===== config.mk =====
export PLATFORM = sky130hd
export DESIGN_NAME = lcdt_timing
export DESIGN_NICKNAME = d
export VERILOG_FILES = /design/src/core/lcdt_pkg.sv /design/src/core/lcdt_frame_div.sv /design/src/core/lcdt_timing.sv
export VERILOG_INCLUDE_DIRS = /design/src /design/src/core
export SDC_FILE = /design/constraint.sdc
export NUM_CORES = 1
export LEC_CHECK = 0
export BUFFER_PORTS_ARGS = -buffer_cell sky130_fd_sc_hd__buf_2
export CAP_MARGIN = 10
export CORE_MARGIN = 2
export CORE_UTILIZATION = 45
export CTS_CLUSTER_SIZE = 12
export DETAILED_ROUTE_END_ITERATION = 12
export PLACE_DENSITY_LB_ADDON = 0.08
export SLEW_MARGIN = 30
export SYNTH_ARGS = -nofsm -noshare
export SYNTH_HDL_FRONTEND = slang
export SYNTH_SLANG_ARGS = --single-unit

===== constraint.sdc =====
create_clock -name clock -period 9.8 [get_ports clock]
set_clock_uncertainty 0.15 [all_clocks]
set_input_delay 0.98 -clock clock [delete_from_list [all_inputs] [get_ports clock]]
set_output_delay 0.98 -clock clock [all_outputs]
set_load 0.005 [all_outputs]

===== src/core/lcdt_map.svh =====
// Constants for the LCD multiplex drive timing core
`ifndef LCDT_MAP_SVH
`define LCDT_MAP_SVH

// Sizes of the panel side
`define LCDT_SEGS 60
`define LCDT_BPS 4
`define LCDT_ROW_W 4
`define LCDT_ADDR_W 6
`define LCDT_LVL_W 2

// Frame division of the timing clock
`define LCDT_FRAME_DIV 24
`define LCDT_HALF_TICKS 4'hC
`define LCDT_LAST_POS 5'h17
`define LCDT_SYNC_POS 5'h01

// Timing-clock ticks per backplane slot in each half-frame
`define LCDT_TPS_STATIC 4'hC
`define LCDT_TPS_MUX2 4'h6
`define LCDT_TPS_MUX3 4'h4
`define LCDT_TPS_MUX4 4'h3

// System clock and nominal timing clock (24 x 64 Hz)
`define LCDT_CLK_PERIOD_NS 40
`define LCDT_OSC_PERIOD_NS 651041
`define LCDT_OSC_CYCLES (`LCDT_OSC_PERIOD_NS / `LCDT_CLK_PERIOD_NS)
`define LCDT_OSC_HALF_CYCLES (`LCDT_OSC_CYCLES / 2)
`define LCDT_OSC_CNT_W 16

// Power-on drive configuration
`define LCDT_RST_MODE 2'h0
`define LCDT_RST_BIAS_HALF 1'b1
`define LCDT_RST_DISP_ON 1'b0

`endif


===== src/core/lcdt_pkg.sv =====
// Types shared by the LCD multiplex drive timing core
`default_nettype none

package lcdt_pkg;

   // Drive mode as carried by the decoded mode-set command
   typedef enum logic [1:0] {
      LCDT_MUX4 = 2'b00,
      LCDT_STATIC = 2'b01,
      LCDT_MUX2 = 2'b10,
      LCDT_MUX3 = 2'b11
   } lcdt_mode_t;

   // Voltage level selection, ground up to panel supply
   typedef enum logic [1:0] {
      LCDT_LVL0 = 2'b00,
      LCDT_LVL1 = 2'b01,
      LCDT_LVL2 = 2'b10,
      LCDT_LVL3 = 2'b11
   } lcdt_level_t;

   // Strap capture after reset release
   typedef enum logic [0:0] {
      LCDT_CAP_WAIT = 1'b0,
      LCDT_CAP_HELD = 1'b1
   } lcdt_cap_t;

endpackage : lcdt_pkg

`default_nettype wire


===== src/core/lcdt_frame_div.sv =====
// Divide-by-24 frame position counter with cascade resync
`include "lcdt_map.svh"
`default_nettype none

module lcdt_frame_div (
   input wire logic clock,
   input wire logic reset_n,
   input wire logic clk_en,
   input wire logic tick,
   input wire logic restart,
   output logic [4:0] pos,
   output logic frame_start
);

   logic [4:0] pos_reg;
   logic [4:0] pos_next;

   assign pos = pos_reg;

   // Wrap to position zero is the frame boundary
   assign frame_start = tick && !restart && (pos_reg == `LCDT_LAST_POS);

   always_comb begin
      if (!tick) begin
         pos_next = pos_reg;
      end else if (restart) begin
         // A peer already sits in position zero
         pos_next = `LCDT_SYNC_POS;
      end else if (pos_reg == `LCDT_LAST_POS) begin
         pos_next = 5'h00;
      end else begin
         pos_next = pos_reg + 5'h01;
      end
   end

   always_ff @(posedge clock or negedge reset_n) begin
      if (!reset_n) begin
         pos_reg <= 5'h00;
      end else if (clk_en) begin
         pos_reg <= pos_next;
      end
   end

endmodule : lcdt_frame_div

`default_nettype wire


===== src/core/lcdt_timing.sv =====
// Timing and drive-level selection core of a segment LCD driver
`include "lcdt_map.svh"
`default_nettype none

module lcdt_timing #(
   parameter logic [`LCDT_OSC_CNT_W-1:0] OSC_HALF_CYCLES =
      `LCDT_OSC_CNT_W'(`LCDT_OSC_HALF_CYCLES)
) (
   input wire logic clock,
   input wire logic reset_n,
   input wire logic clk_en,
   input wire logic mode_set,
   input wire logic [1:0] mode_code,
   input wire logic bias_half,
   input wire logic display_on,
   input wire logic ram_wr,
   input wire logic [`LCDT_ADDR_W-1:0] ram_addr,
   input wire logic [`LCDT_ROW_W-1:0] ram_data,
   input wire logic osc_strap,
   input wire logic clk_pin_i,
   output logic clk_pin_o,
   output logic clk_pin_oe,
   input wire logic sync_n_pin_i,
   output logic sync_n_pin_o,
   output logic sync_n_pin_oe,
   output logic frame_rate_tick,
   output logic [1:0] active_mode,
   output logic active_bias_half,
   output logic active_display_on,
   output logic [2*`LCDT_BPS-1:0] common_electrode_outputs,
   output logic [2*`LCDT_SEGS-1:0] element_electrode_outputs
);

   ////////////////////////////////////////////////////////////////////
   // Helpers

   // Timing-clock ticks in each backplane slot of a half-frame
   function automatic logic [3:0] slot_ticks(
      input lcdt_pkg::lcdt_mode_t m
   );
      case (m)
         lcdt_pkg::LCDT_STATIC: slot_ticks = `LCDT_TPS_STATIC;
         lcdt_pkg::LCDT_MUX2: slot_ticks = `LCDT_TPS_MUX2;
         lcdt_pkg::LCDT_MUX3: slot_ticks = `LCDT_TPS_MUX3;
         lcdt_pkg::LCDT_MUX4: slot_ticks = `LCDT_TPS_MUX4;
         default: slot_ticks = `LCDT_TPS_MUX4;
      endcase
   endfunction : slot_ticks

   // Slot in which a given common output is the selected one
   function automatic logic [1:0] bp_slot(
      input logic [1:0] b,
      input lcdt_pkg::lcdt_mode_t m
   );
      case (m)
         lcdt_pkg::LCDT_STATIC: bp_slot = 2'h0;
         lcdt_pkg::LCDT_MUX2: bp_slot = {1'b0, b[0]};
         lcdt_pkg::LCDT_MUX3: begin
            bp_slot = (b == 2'h3) ? 2'h1 : b;
         end
         lcdt_pkg::LCDT_MUX4: bp_slot = b;
         default: bp_slot = b;
      endcase
   endfunction : bp_slot

   // Mirror a level about mid-supply in the inverted half-frame
   function automatic lcdt_pkg::lcdt_level_t flip_level(
      input lcdt_pkg::lcdt_level_t lv,
      input logic half,
      input logic inv
   );
      if (!inv) begin
         flip_level = lv;
      end else if (half && (lv == lcdt_pkg::LCDT_LVL1)) begin
         // Half bias has one mid level, its own mirror
         flip_level = lv;
      end else begin
         flip_level = lcdt_pkg::lcdt_level_t'(~lv);
      end
   endfunction : flip_level

   ////////////////////////////////////////////////////////////////////
   // Strap capture

   lcdt_pkg::lcdt_cap_t cap_reg;
   logic strap_reg;

   // Strap is read once after reset release, never under the reset
   always_ff @(posedge clock or negedge reset_n) begin
      if (!reset_n) begin
         cap_reg <= lcdt_pkg::LCDT_CAP_WAIT;
         strap_reg <= 1'b1;
      end else if (clk_en) begin
         case (cap_reg)
            lcdt_pkg::LCDT_CAP_WAIT: begin
               strap_reg <= osc_strap;
               cap_reg <= lcdt_pkg::LCDT_CAP_HELD;
            end
            lcdt_pkg::LCDT_CAP_HELD: begin
               cap_reg <= lcdt_pkg::LCDT_CAP_HELD;
            end
            default: begin
               cap_reg <= lcdt_pkg::LCDT_CAP_WAIT;
            end
         endcase
      end
   end

   ////////////////////////////////////////////////////////////////////
   // Timing clock source

   logic [`LCDT_OSC_CNT_W-1:0] osc_cnt_reg;
   logic osc_level_reg;
   logic osc_wrap;
   logic ext_prev_reg;
   logic tick_int;
   logic tick_ext;
   logic tick;

   assign osc_wrap = (osc_cnt_reg == OSC_HALF_CYCLES - 1'b1);

   // Internal oscillator as a divider of the system clock
   always_ff @(posedge clock or negedge reset_n) begin
      if (!reset_n) begin
         osc_cnt_reg <= '0;
         osc_level_reg <= 1'b0;
      end else if (clk_en) begin
         if (osc_wrap) begin
            osc_cnt_reg <= '0;
            osc_level_reg <= !osc_level_reg;
         end else begin
            osc_cnt_reg <= osc_cnt_reg + 1'b1;
         end
      end
   end

   // Reset high: a clock pin already high at release is not an edge
   always_ff @(posedge clock or negedge reset_n) begin
      if (!reset_n) begin
         ext_prev_reg <= 1'b1;
      end else if (clk_en) begin
         ext_prev_reg <= clk_pin_i;
      end
   end

   assign tick_int = osc_wrap && !osc_level_reg;
   assign tick_ext = clk_pin_i && !ext_prev_reg;

   // One timing clock for all drive logic
   assign tick = strap_reg ? tick_ext : tick_int;

   // Oscillator goes out for cascaded companions
   assign clk_pin_o = osc_level_reg;
   assign clk_pin_oe = !strap_reg;

   // A stopped external clock freezes the waveform: the far side's duty

   ////////////////////////////////////////////////////////////////////
   // Frame position and cascade sync

   logic [4:0] pos;
   logic frame_start;
   logic restart;
   logic sync_oe_reg;
   logic frame_tick_reg;

   // Low sync from a peer while we are not driving means its frame began
   assign restart = !sync_n_pin_i && !sync_oe_reg;

   lcdt_frame_div u_frame_div (
      .clock(clock),
      .reset_n(reset_n),
      .clk_en(clk_en),
      .tick(tick),
      .restart(restart),
      .pos(pos),
      .frame_start(frame_start)
   );

   // Pull sync low through position zero of each own frame
   always_ff @(posedge clock or negedge reset_n) begin
      if (!reset_n) begin
         sync_oe_reg <= 1'b0;
      end else if (clk_en && tick) begin
         sync_oe_reg <= frame_start;
      end
   end

   // Open-drain: only ever pulls low
   assign sync_n_pin_o = 1'b0;
   assign sync_n_pin_oe = sync_oe_reg;

   always_ff @(posedge clock or negedge reset_n) begin
      if (!reset_n) begin
         frame_tick_reg <= 1'b0;
      end else if (clk_en) begin
         frame_tick_reg <= frame_start;
      end
   end

   assign frame_rate_tick = frame_tick_reg;

   ////////////////////////////////////////////////////////////////////
   // Drive configuration

   lcdt_pkg::lcdt_mode_t pend_mode_reg;
   logic pend_half_reg;
   logic pend_on_reg;
   lcdt_pkg::lcdt_mode_t act_mode_reg;
   logic act_half_reg;
   logic act_on_reg;

   // Held until the frame ends so no frame mixes two slot plans
   always_ff @(posedge clock or negedge reset_n) begin
      if (!reset_n) begin
         pend_mode_reg <= lcdt_pkg::lcdt_mode_t'(`LCDT_RST_MODE);
         pend_half_reg <= `LCDT_RST_BIAS_HALF;
         pend_on_reg <= `LCDT_RST_DISP_ON;
      end else if (clk_en && mode_set) begin
         pend_mode_reg <= lcdt_pkg::lcdt_mode_t'(mode_code);
         pend_half_reg <= bias_half;
         pend_on_reg <= display_on;
      end
   end

   always_ff @(posedge clock or negedge reset_n) begin
      if (!reset_n) begin
         act_mode_reg <= lcdt_pkg::lcdt_mode_t'(`LCDT_RST_MODE);
         act_half_reg <= `LCDT_RST_BIAS_HALF;
         act_on_reg <= `LCDT_RST_DISP_ON;
      end else if (clk_en && frame_start) begin
         act_mode_reg <= pend_mode_reg;
         act_half_reg <= pend_half_reg;
         act_on_reg <= pend_on_reg;
      end
   end

   assign active_mode = act_mode_reg;
   assign active_bias_half = act_half_reg;
   assign active_display_on = act_on_reg;

   ////////////////////////////////////////////////////////////////////
   // Display memory and display register

   logic [`LCDT_ROW_W-1:0] ram_mem [0:`LCDT_SEGS-1];
   logic [`LCDT_ROW_W-1:0][`LCDT_SEGS-1:0] disp_reg;

   // Columns past the last element are dropped
   always_ff @(posedge clock) begin
      if (clk_en && ram_wr && (ram_addr < `LCDT_ADDR_W'(`LCDT_SEGS))) begin
         ram_mem[ram_addr] <= ram_data;
      end
   end

   // Memory starts unknown; the display is off until a mode set turns it on
   always_ff @(posedge clock or negedge reset_n) begin
      if (!reset_n) begin
         disp_reg <= '0;
      end else if (clk_en && frame_start) begin
         for (int s = 0; s < `LCDT_SEGS; s++) begin
            for (int r = 0; r < `LCDT_ROW_W; r++) begin
               disp_reg[r][s] <= ram_mem[s][r];
            end
         end
      end
   end

   ////////////////////////////////////////////////////////////////////
   // Level selection

   logic inv;
   logic [3:0] idx;
   logic [1:0] slot;
   lcdt_pkg::lcdt_level_t lv;
   lcdt_pkg::lcdt_level_t seg_off;
   logic [2*`LCDT_BPS-1:0] bp_next;
   logic [2*`LCDT_SEGS-1:0] seg_next;
   logic [2*`LCDT_BPS-1:0] bp_reg;
   logic [2*`LCDT_SEGS-1:0] seg_reg;

   // Second half-frame repeats the slots with the polarity turned round
   assign inv = (pos >= 5'(`LCDT_HALF_TICKS));
   assign idx = inv ? 4'(pos - 5'(`LCDT_HALF_TICKS)) : 4'(pos);
   assign slot = 2'(idx / slot_ticks(act_mode_reg));

   // Off-state element level: full swing unless third bias multiplexes
   always_comb begin
      if ((act_mode_reg == lcdt_pkg::LCDT_STATIC) || act_half_reg) begin
         seg_off = lcdt_pkg::LCDT_LVL3;
      end else begin
         seg_off = lcdt_pkg::LCDT_LVL2;
      end
   end

   always_comb begin
      bp_next = '0;
      seg_next = '0;
      lv = lcdt_pkg::LCDT_LVL3;
      for (int b = 0; b < `LCDT_BPS; b++) begin
         if (!act_on_reg) begin
            lv = lcdt_pkg::LCDT_LVL3;
         end else if (act_mode_reg == lcdt_pkg::LCDT_STATIC) begin
            lv = lcdt_pkg::LCDT_LVL3;
         end else if (bp_slot(2'(b), act_mode_reg) == slot) begin
            lv = lcdt_pkg::LCDT_LVL3;
         end else begin
            // Unselected commons sit at the low bias step
            lv = lcdt_pkg::LCDT_LVL1;
         end
         if (act_on_reg) begin
            lv = flip_level(lv, act_half_reg, inv);
         end
         bp_next[2*b +: 2] = lv;
      end
      for (int s = 0; s < `LCDT_SEGS; s++) begin
         if (!act_on_reg) begin
            lv = lcdt_pkg::LCDT_LVL3;
         end else if (disp_reg[slot][s]) begin
            lv = lcdt_pkg::LCDT_LVL0;
         end else begin
            lv = seg_off;
         end
         if (act_on_reg) begin
            lv = flip_level(lv, act_half_reg, inv);
         end
         seg_next[2*s +: 2] = lv;
      end
   end

   // Outputs held in flops; reset parks every pin on panel supply
   always_ff @(posedge clock or negedge reset_n) begin
      if (!reset_n) begin
         bp_reg <= '1;
         seg_reg <= '1;
      end else if (clk_en) begin
         bp_reg <= bp_next;
         seg_reg <= seg_next;
      end
   end

   assign common_electrode_outputs = bp_reg;
   assign element_electrode_outputs = seg_reg;

endmodule : lcdt_timing

`default_nettype wire


After elaboration in Yosys (flattened, before gate mapping)
Memories as Yosys holds them, arrays and structs flattened. A register that Yosys moved wholly into a read port is not among the register bits. Cells that the tools add are included.

Add/subtract/negate cells: 3. Div/mod/pow operators: 1. Order comparisons: 3. Equality and inequality tests: 73. Mux-type cells: 347. Bitwise gates (word level): 65. Reductions and logical operators: 148.

Operators with widths (number): $mux W2 (334); $eq A2 B1 Y1 const B (65); $not A2 Y2 (64); $bmux W60 S2 (1); $logic_and A1 B1 Y1 (74); $logic_not A1 Y1 (66); $mux W60 (1); $add A16 B1 Y16 const B (1); $eq A16 B13 Y1 const B (1); $mux W16 (1); $pmux W4 S4 (1); $mux W5 (2); $eq A2 B2 Y1 (4); $pmux W2 S2 (2); $lt A6 B6 Y1 const B (1); $reduce_and A2 Y1 (3); $add A5 B1 Y5 const B (1); $eq A5 B5 Y1 const B (1); $ge A5 B4 Y1 const B (1); $div A4 B4 Y4 (1); $eq A2 B2 Y1 const B (2); $mux W1 (4); $mux W4 (1); $reduce_or A2 Y1 (2); other kinds (6) (6).

Bits in registers: 163. Bits in writable memories: 240. Input bits: 22. Output and inout bits: 137. Word-level logic and storage cells: 657. Memories kept: 1.

Memories: ram_mem (words 60, width 4, read ports 60, clocked after memory_dff 60, wr ports 1, RTL line lcdt_timing.sv:245) `` logic [`LCDT_ROW_W-1:0] ram_mem [0:`LCDT_SEGS-1]; ``.

Logic depth before layout (Yosys ltp)
Depth in word-level cells: 14. Gate-level depth with buffers: 30. Gate-level depth less buffers: 25.

Hierarchy
From an unflattened synthesis, not the netlist that was laid out.

Cells, all modules: 2054. Area total of the unflattened synthesis: 27428.8 um2.

By module, submodules not included: lcdt_timing (instances 1, cells each 2024, area an instance 27134.8 um2, seq. area each 17331.6 um2); lcdt_frame_div (instances 1, cells each 30, area an instance 294.0 um2, seq. area each 125.1 um2).

Least setup slack after synthesis
OpenSTA, ideal clock, no wires.

Kind: reg-to-reg. Start point: reg u_frame_div.pos_reg[1] (netlist: u_frame_div.pos[1]). End point: reg seg_reg[102] (netlist: element_electrode_outputs[102]). Setup time: 0.084 ns. Arrival time: 6.293 ns. Required time: 9.566 ns. Setup slack: 3.274 ns. Cell stages (with the launch flop): 28. Buffers on the path: 5. Period minus slack after synthesis: 6.526 ns. Cell sequence: dfrtp_1 inv_1 ha_1 a221o_1 o21ai_0 nand2_1 inv_1 ha_1 a32oi_1 ha_1 or4b_2 nand2_1 a2bb2oi_1 ha_1 buf_4 or4_1 buf_2 o211a_1 buf_2 buf_1 mux2_2 ha_1 o21ai_0 a21oi_1 clkbuf_1 a21oi_1 a21o_1 a311o_1.

Word-level cells in the longest chain between the ends: 12. Elaborated cells on any way between the ends: 14. Those cells by class: 1 x add/sub; 1 x div; 1 x order compare; 1 x eq/ne; 8 x mux; 1 x bitwise; 1 x reduce/logical.

RTL lines: start: declaration (RTL line lcdt_frame_div.sv:15) `logic [4:0] pos_reg;`; start signal: assignment (RTL line lcdt_frame_div.sv:40) `pos_reg <= pos_next;`; $sub A4 B4 Y4 or $ge A5 B4 Y1 (tied branches) (RTL line lcdt_timing.sv:283, lcdt_timing.sv:282); $mux W4 (RTL line lcdt_timing.sv:283) `` assign idx = inv ? 4'(pos - 5'(`LCDT_HALF_TICKS)) : 4'(pos); ``; $div A4 B4 Y4 (RTL line lcdt_timing.sv:284) `assign slot = 2'(idx / slot_ticks(act_mode_reg));`; $bmux W60 S2 (RTL line lcdt_timing.sv:318) `end else if (disp_reg[slot][s]) begin`; $mux W60; $mux W2 (RTL line lcdt_timing.sv:318); $mux W2 (RTL line lcdt_timing.sv:316) `if (!act_on_reg) begin`; $eq A2 B1 Y1 (RTL line lcdt_timing.sv:74) `end else if (half && (lv == lcdt_pkg::LCDT_LVL1)) begin`; $logic_and A1 B1 Y1 (RTL line lcdt_timing.sv:74); $mux W2 (RTL line lcdt_timing.sv:74); $mux W2 (RTL line lcdt_timing.sv:72) `if (!inv) begin`; $mux W2 * (RTL line lcdt_timing.sv:323) `if (act_on_reg) begin`; end signal: assignment (RTL line lcdt_timing.sv:337) `seg_reg <= seg_next;`; end: declaration (RTL line lcdt_timing.sv:279) `` logic [2*`LCDT_SEGS-1:0] seg_reg; ``.

Mark *: on every way between the ends. The rest lies on a longest branch, timed or not. The select of a mux whose other input is x is not followed. A chain may end at the register's enable or synchronous reset.

Worst setup path in the final report
Start point: reg u_frame_div.pos_reg[1] (netlist: u_frame_div.pos[1]). End point: reg seg_reg[65] (netlist: element_electrode_outputs[65]).

Same word-level chain as after synthesis.

==> metrics <==
Req. time, crit path=10.15 ns; total gr overflow=0; root buffer cell=clkbuf_16; initial antenna violation count=0; H-tree levels=3; syn nets=2,131; status=completed; Seq/Total Area, Yosys=62.4%; CTS Hold Bufs=0; chip width=253 µm; routed wire length=69,000 µm; CP Capture Type=flop; drt wl/cell=22.5 µm; Final Critical Period=8.28 ns; Max clock buf depth=3; Worst VDD drop=0.217 mV; Synthesis Warnings=0; synthesis-to-layout area growth=13.4%; max-cap check violation count=0; Top-Level Pins=159; CTS tree=built; Setup WS post-layout=1.52 ns; clock slew at reported path FFs=0.06 ns; Setup WS pre-CTS=1.48 ns; GRT Util Overall=21.6%; initial core utilization=45.4%; global-route wire length before repair=107,000 µm; ANT cells=0; DRT antenna net count=0; Vias per Instance=5.73; die area=0.0642 mm²; leading cell type in the layout, fill and taps excluded=dfrtp_1; Fill cells=5,280; Post-CTS Setup Repair Bufs=0; worst path arrival time=8.63 ns; ratio of cells with drive above 1 in the final layout=31.0%; period utilization=84.5%; Worst Path Max Fanout=65; Post-synth EDFFs=240; CP Launch Type=flop; total leakage power=0.0125 µW; largest net degree at the start of global routing=165; WHS=0.146 ns; worst skew pair latency=0.61 ns; clk sink count=643; Worst R2R Setup Slack=1.52 ns; # rows=91; most frequent cells in the layout=dfrtp_1 (271), mux2_2 (251), edfxtp_1 (240); normalized max-slew margin=39.1%; Post-Synthesis Cell Area=0.0280 mm²; post-synthesis register bit count=643; Synth Flop Type=dfrtp_1; Initial DRT Pass Iterations=8; asr flop ratio synth=62.7%; DR iter-0 viols=979; dpl cells=2,936; Final GP Congestion=0.768; IO Port Bufs=157; vias in the first global route=17,800; Pins Over Slew Limit=0; unrepaired setup endpoints after global routing=no; PwrDens=274 mW/mm²; post-CTS sizing=0; Syn Inst Count=2,088; DP HPWL=38,800 µm; Cell variety after synth=65; core area=0.0616 mm²; Layout Cells excl Fill=3,072; total vias in the final route=17,600; Min-Delay Path Class=input port to asynchronous set/reset pin; Final Setup Violations=0; Setup CP Type=flop to flop; Setup TNS Final=0 ns; Synth Area per Inst=13.4 µm²; Max Clock Freq=0.121 GHz; final hold vios=0; DRC errors left=0; Die Span Y=253 µm; CTS Buf Count=71; worst slew pin tran=0.914 ns; nets@finish=2,220
==> final cells by class <==
| class | count | area (µm²) | area share, % |
|---|---|---|---|
| Inverter | 77 | 289 | 0.911 |
| Timing Repair Buffer | 188 | 1150 | 3.64 |
| Tap cell | 837 | 1050 | 3.30 |
| Multi-Input combinational cell | 1196 | 9520 | 30.0 |
| Sequential cell | 643 | 17500 | 55.0 |
| Clock inverter | 19 | 159 | 0.501 |
| Clock buffer | 112 | 2110 | 6.64 |
==> power breakdown <==
group / switching, µW / internal [µW] / total, µW
Combinational: 1940 / 1030 / 2970
Clock: 1060 / 1530 / 2600
Sequential: 90.0 / 3060 / 3150
Total: 3090 / 5620 / 8710
==> final timing paths <==
check / start / to / cells after the start
min: reset_n / clk_pin_o$_DFFE_PN0P_ / 1
min reg2reg: ram_mem[25][2]$_DFFE_PP_ / disp_reg[145]$_DFFE_PN0P_ / 1
max in group asynchronous: reset_n / disp_reg[207]$_DFFE_PN0P_ / 3
max reg2reg: u_frame_div.pos[1]$_DFFE_PN0P_ / element_electrode_outputs[65]$_DFFE_PN1P_ / 24
min in group clock: ram_mem[25][2]$_DFFE_PP_ / disp_reg[145]$_DFFE_PN0P_ / 1
max: u_frame_div.pos[1]$_DFFE_PN0P_ / element_electrode_outputs[65]$_DFFE_PN1P_ / 24
==> Yosys cell counts, drive strengths merged (2+ instances only) <==
cell / n / share of area [%]
a211oi: 179 / 4.8
a21o: 63 / 1.7
a21oi: 72 / 1.3
a221o: 3 / 0.11
a311o: 59 / 2.1
a31o: 2 / 0.063
a31oi: 3 / 0.067
and2: 2 / 0.045
and3: 5 / 0.11
buf: 73 / 1.5
clkbuf: 99 / 1.3
dfrtp: 271 / 24
dfstp: 132 / 12
edfxtp: 240 / 26
ha: 21 / 0.94
inv: 77 / 1.0
mux2: 251 / 10
mux2i: 62 / 2.2
nand2: 39 / 0.52
nand2b: 9 / 0.20
nand3: 14 / 0.25
nand3b: 5 / 0.13
nand4: 5 / 0.11
nand4b: 2 / 0.063
nor2: 137 / 1.8
nor2b: 62 / 1.4
nor3: 3 / 0.054
nor4: 3 / 0.067
o2111ai: 60 / 1.9
o211ai: 61 / 1.7
o21a: 5 / 0.13
o21ai: 13 / 0.23
o21bai: 2 / 0.067
o221ai: 4 / 0.13
o22a: 2 / 0.063
or2: 2 / 0.045
or3: 3 / 0.067
or3b: 2 / 0.063
or4: 4 / 0.11
or4b: 2 / 0.072
xnor2: 11 / 0.34
xor2: 9 / 0.28
==> through the flow <==
stage                     util (%)  total power, µW  cell area [µm²]
after floorplan                  -             5300            28000
after global placement        47.6             6060            29300
after detailed placement      47.6             6140            29300
after CTS                     51.3             8770            31600
after global routing          51.5             9180            31700
final                         51.5             8710            31700
==> cell families after synthesis <==
| family | after synthesis | synth area share [%] |
|---|---|---|
| adder cells (fa/ha/maj) | 21 | 0.939 |
| other | 1 | 0.0134 |
| XOR/XNOR | 20 | 0.626 |
| buffers and inverters | 249 | 3.87 |
| flip-flops | 643 | 62.4 |
| AO/OA/AOI/OAI | 540 | 14.7 |
| AND/OR/NAND/NOR | 301 | 5.19 |
| multiplexers | 313 | 12.3 |
==> critical path, cell delays in order, from the launching register on <==
cell and delay [ns]:
dfrtp_1 0.44, inv_1 0.12, ha_1 0.22, a221o_1 0.41
o21ai_0 0.17, nand2_1 0.09, inv_1 0.06, ha_1 0.21
a32oi_1 0.26, ha_1 0.31, or4b_2 0.61, nand2_1 0.08
a2bb2oi_1 0.08, ha_2 0.19, or4_2 0.60, buf_4 0.41
o211a_4 0.48, mux2_2 0.36, ha_1 0.34, o21ai_0 0.17
a21oi_4 0.74, a21o_4 0.64, buf_4 0.50, a211oi_1 0.13
a211oi_1 0.30
==> routing by layer <==
metal  GRT usage, %  routed length (µm)  up-vias
li1               -                   -     8071
met1           30.3               32200     9079
met2           35.1               32700      360
met3           3.51                2760       92
met4           5.11                1280        0
met5              0                   0        -
Power figures use the tool's default switching activity.
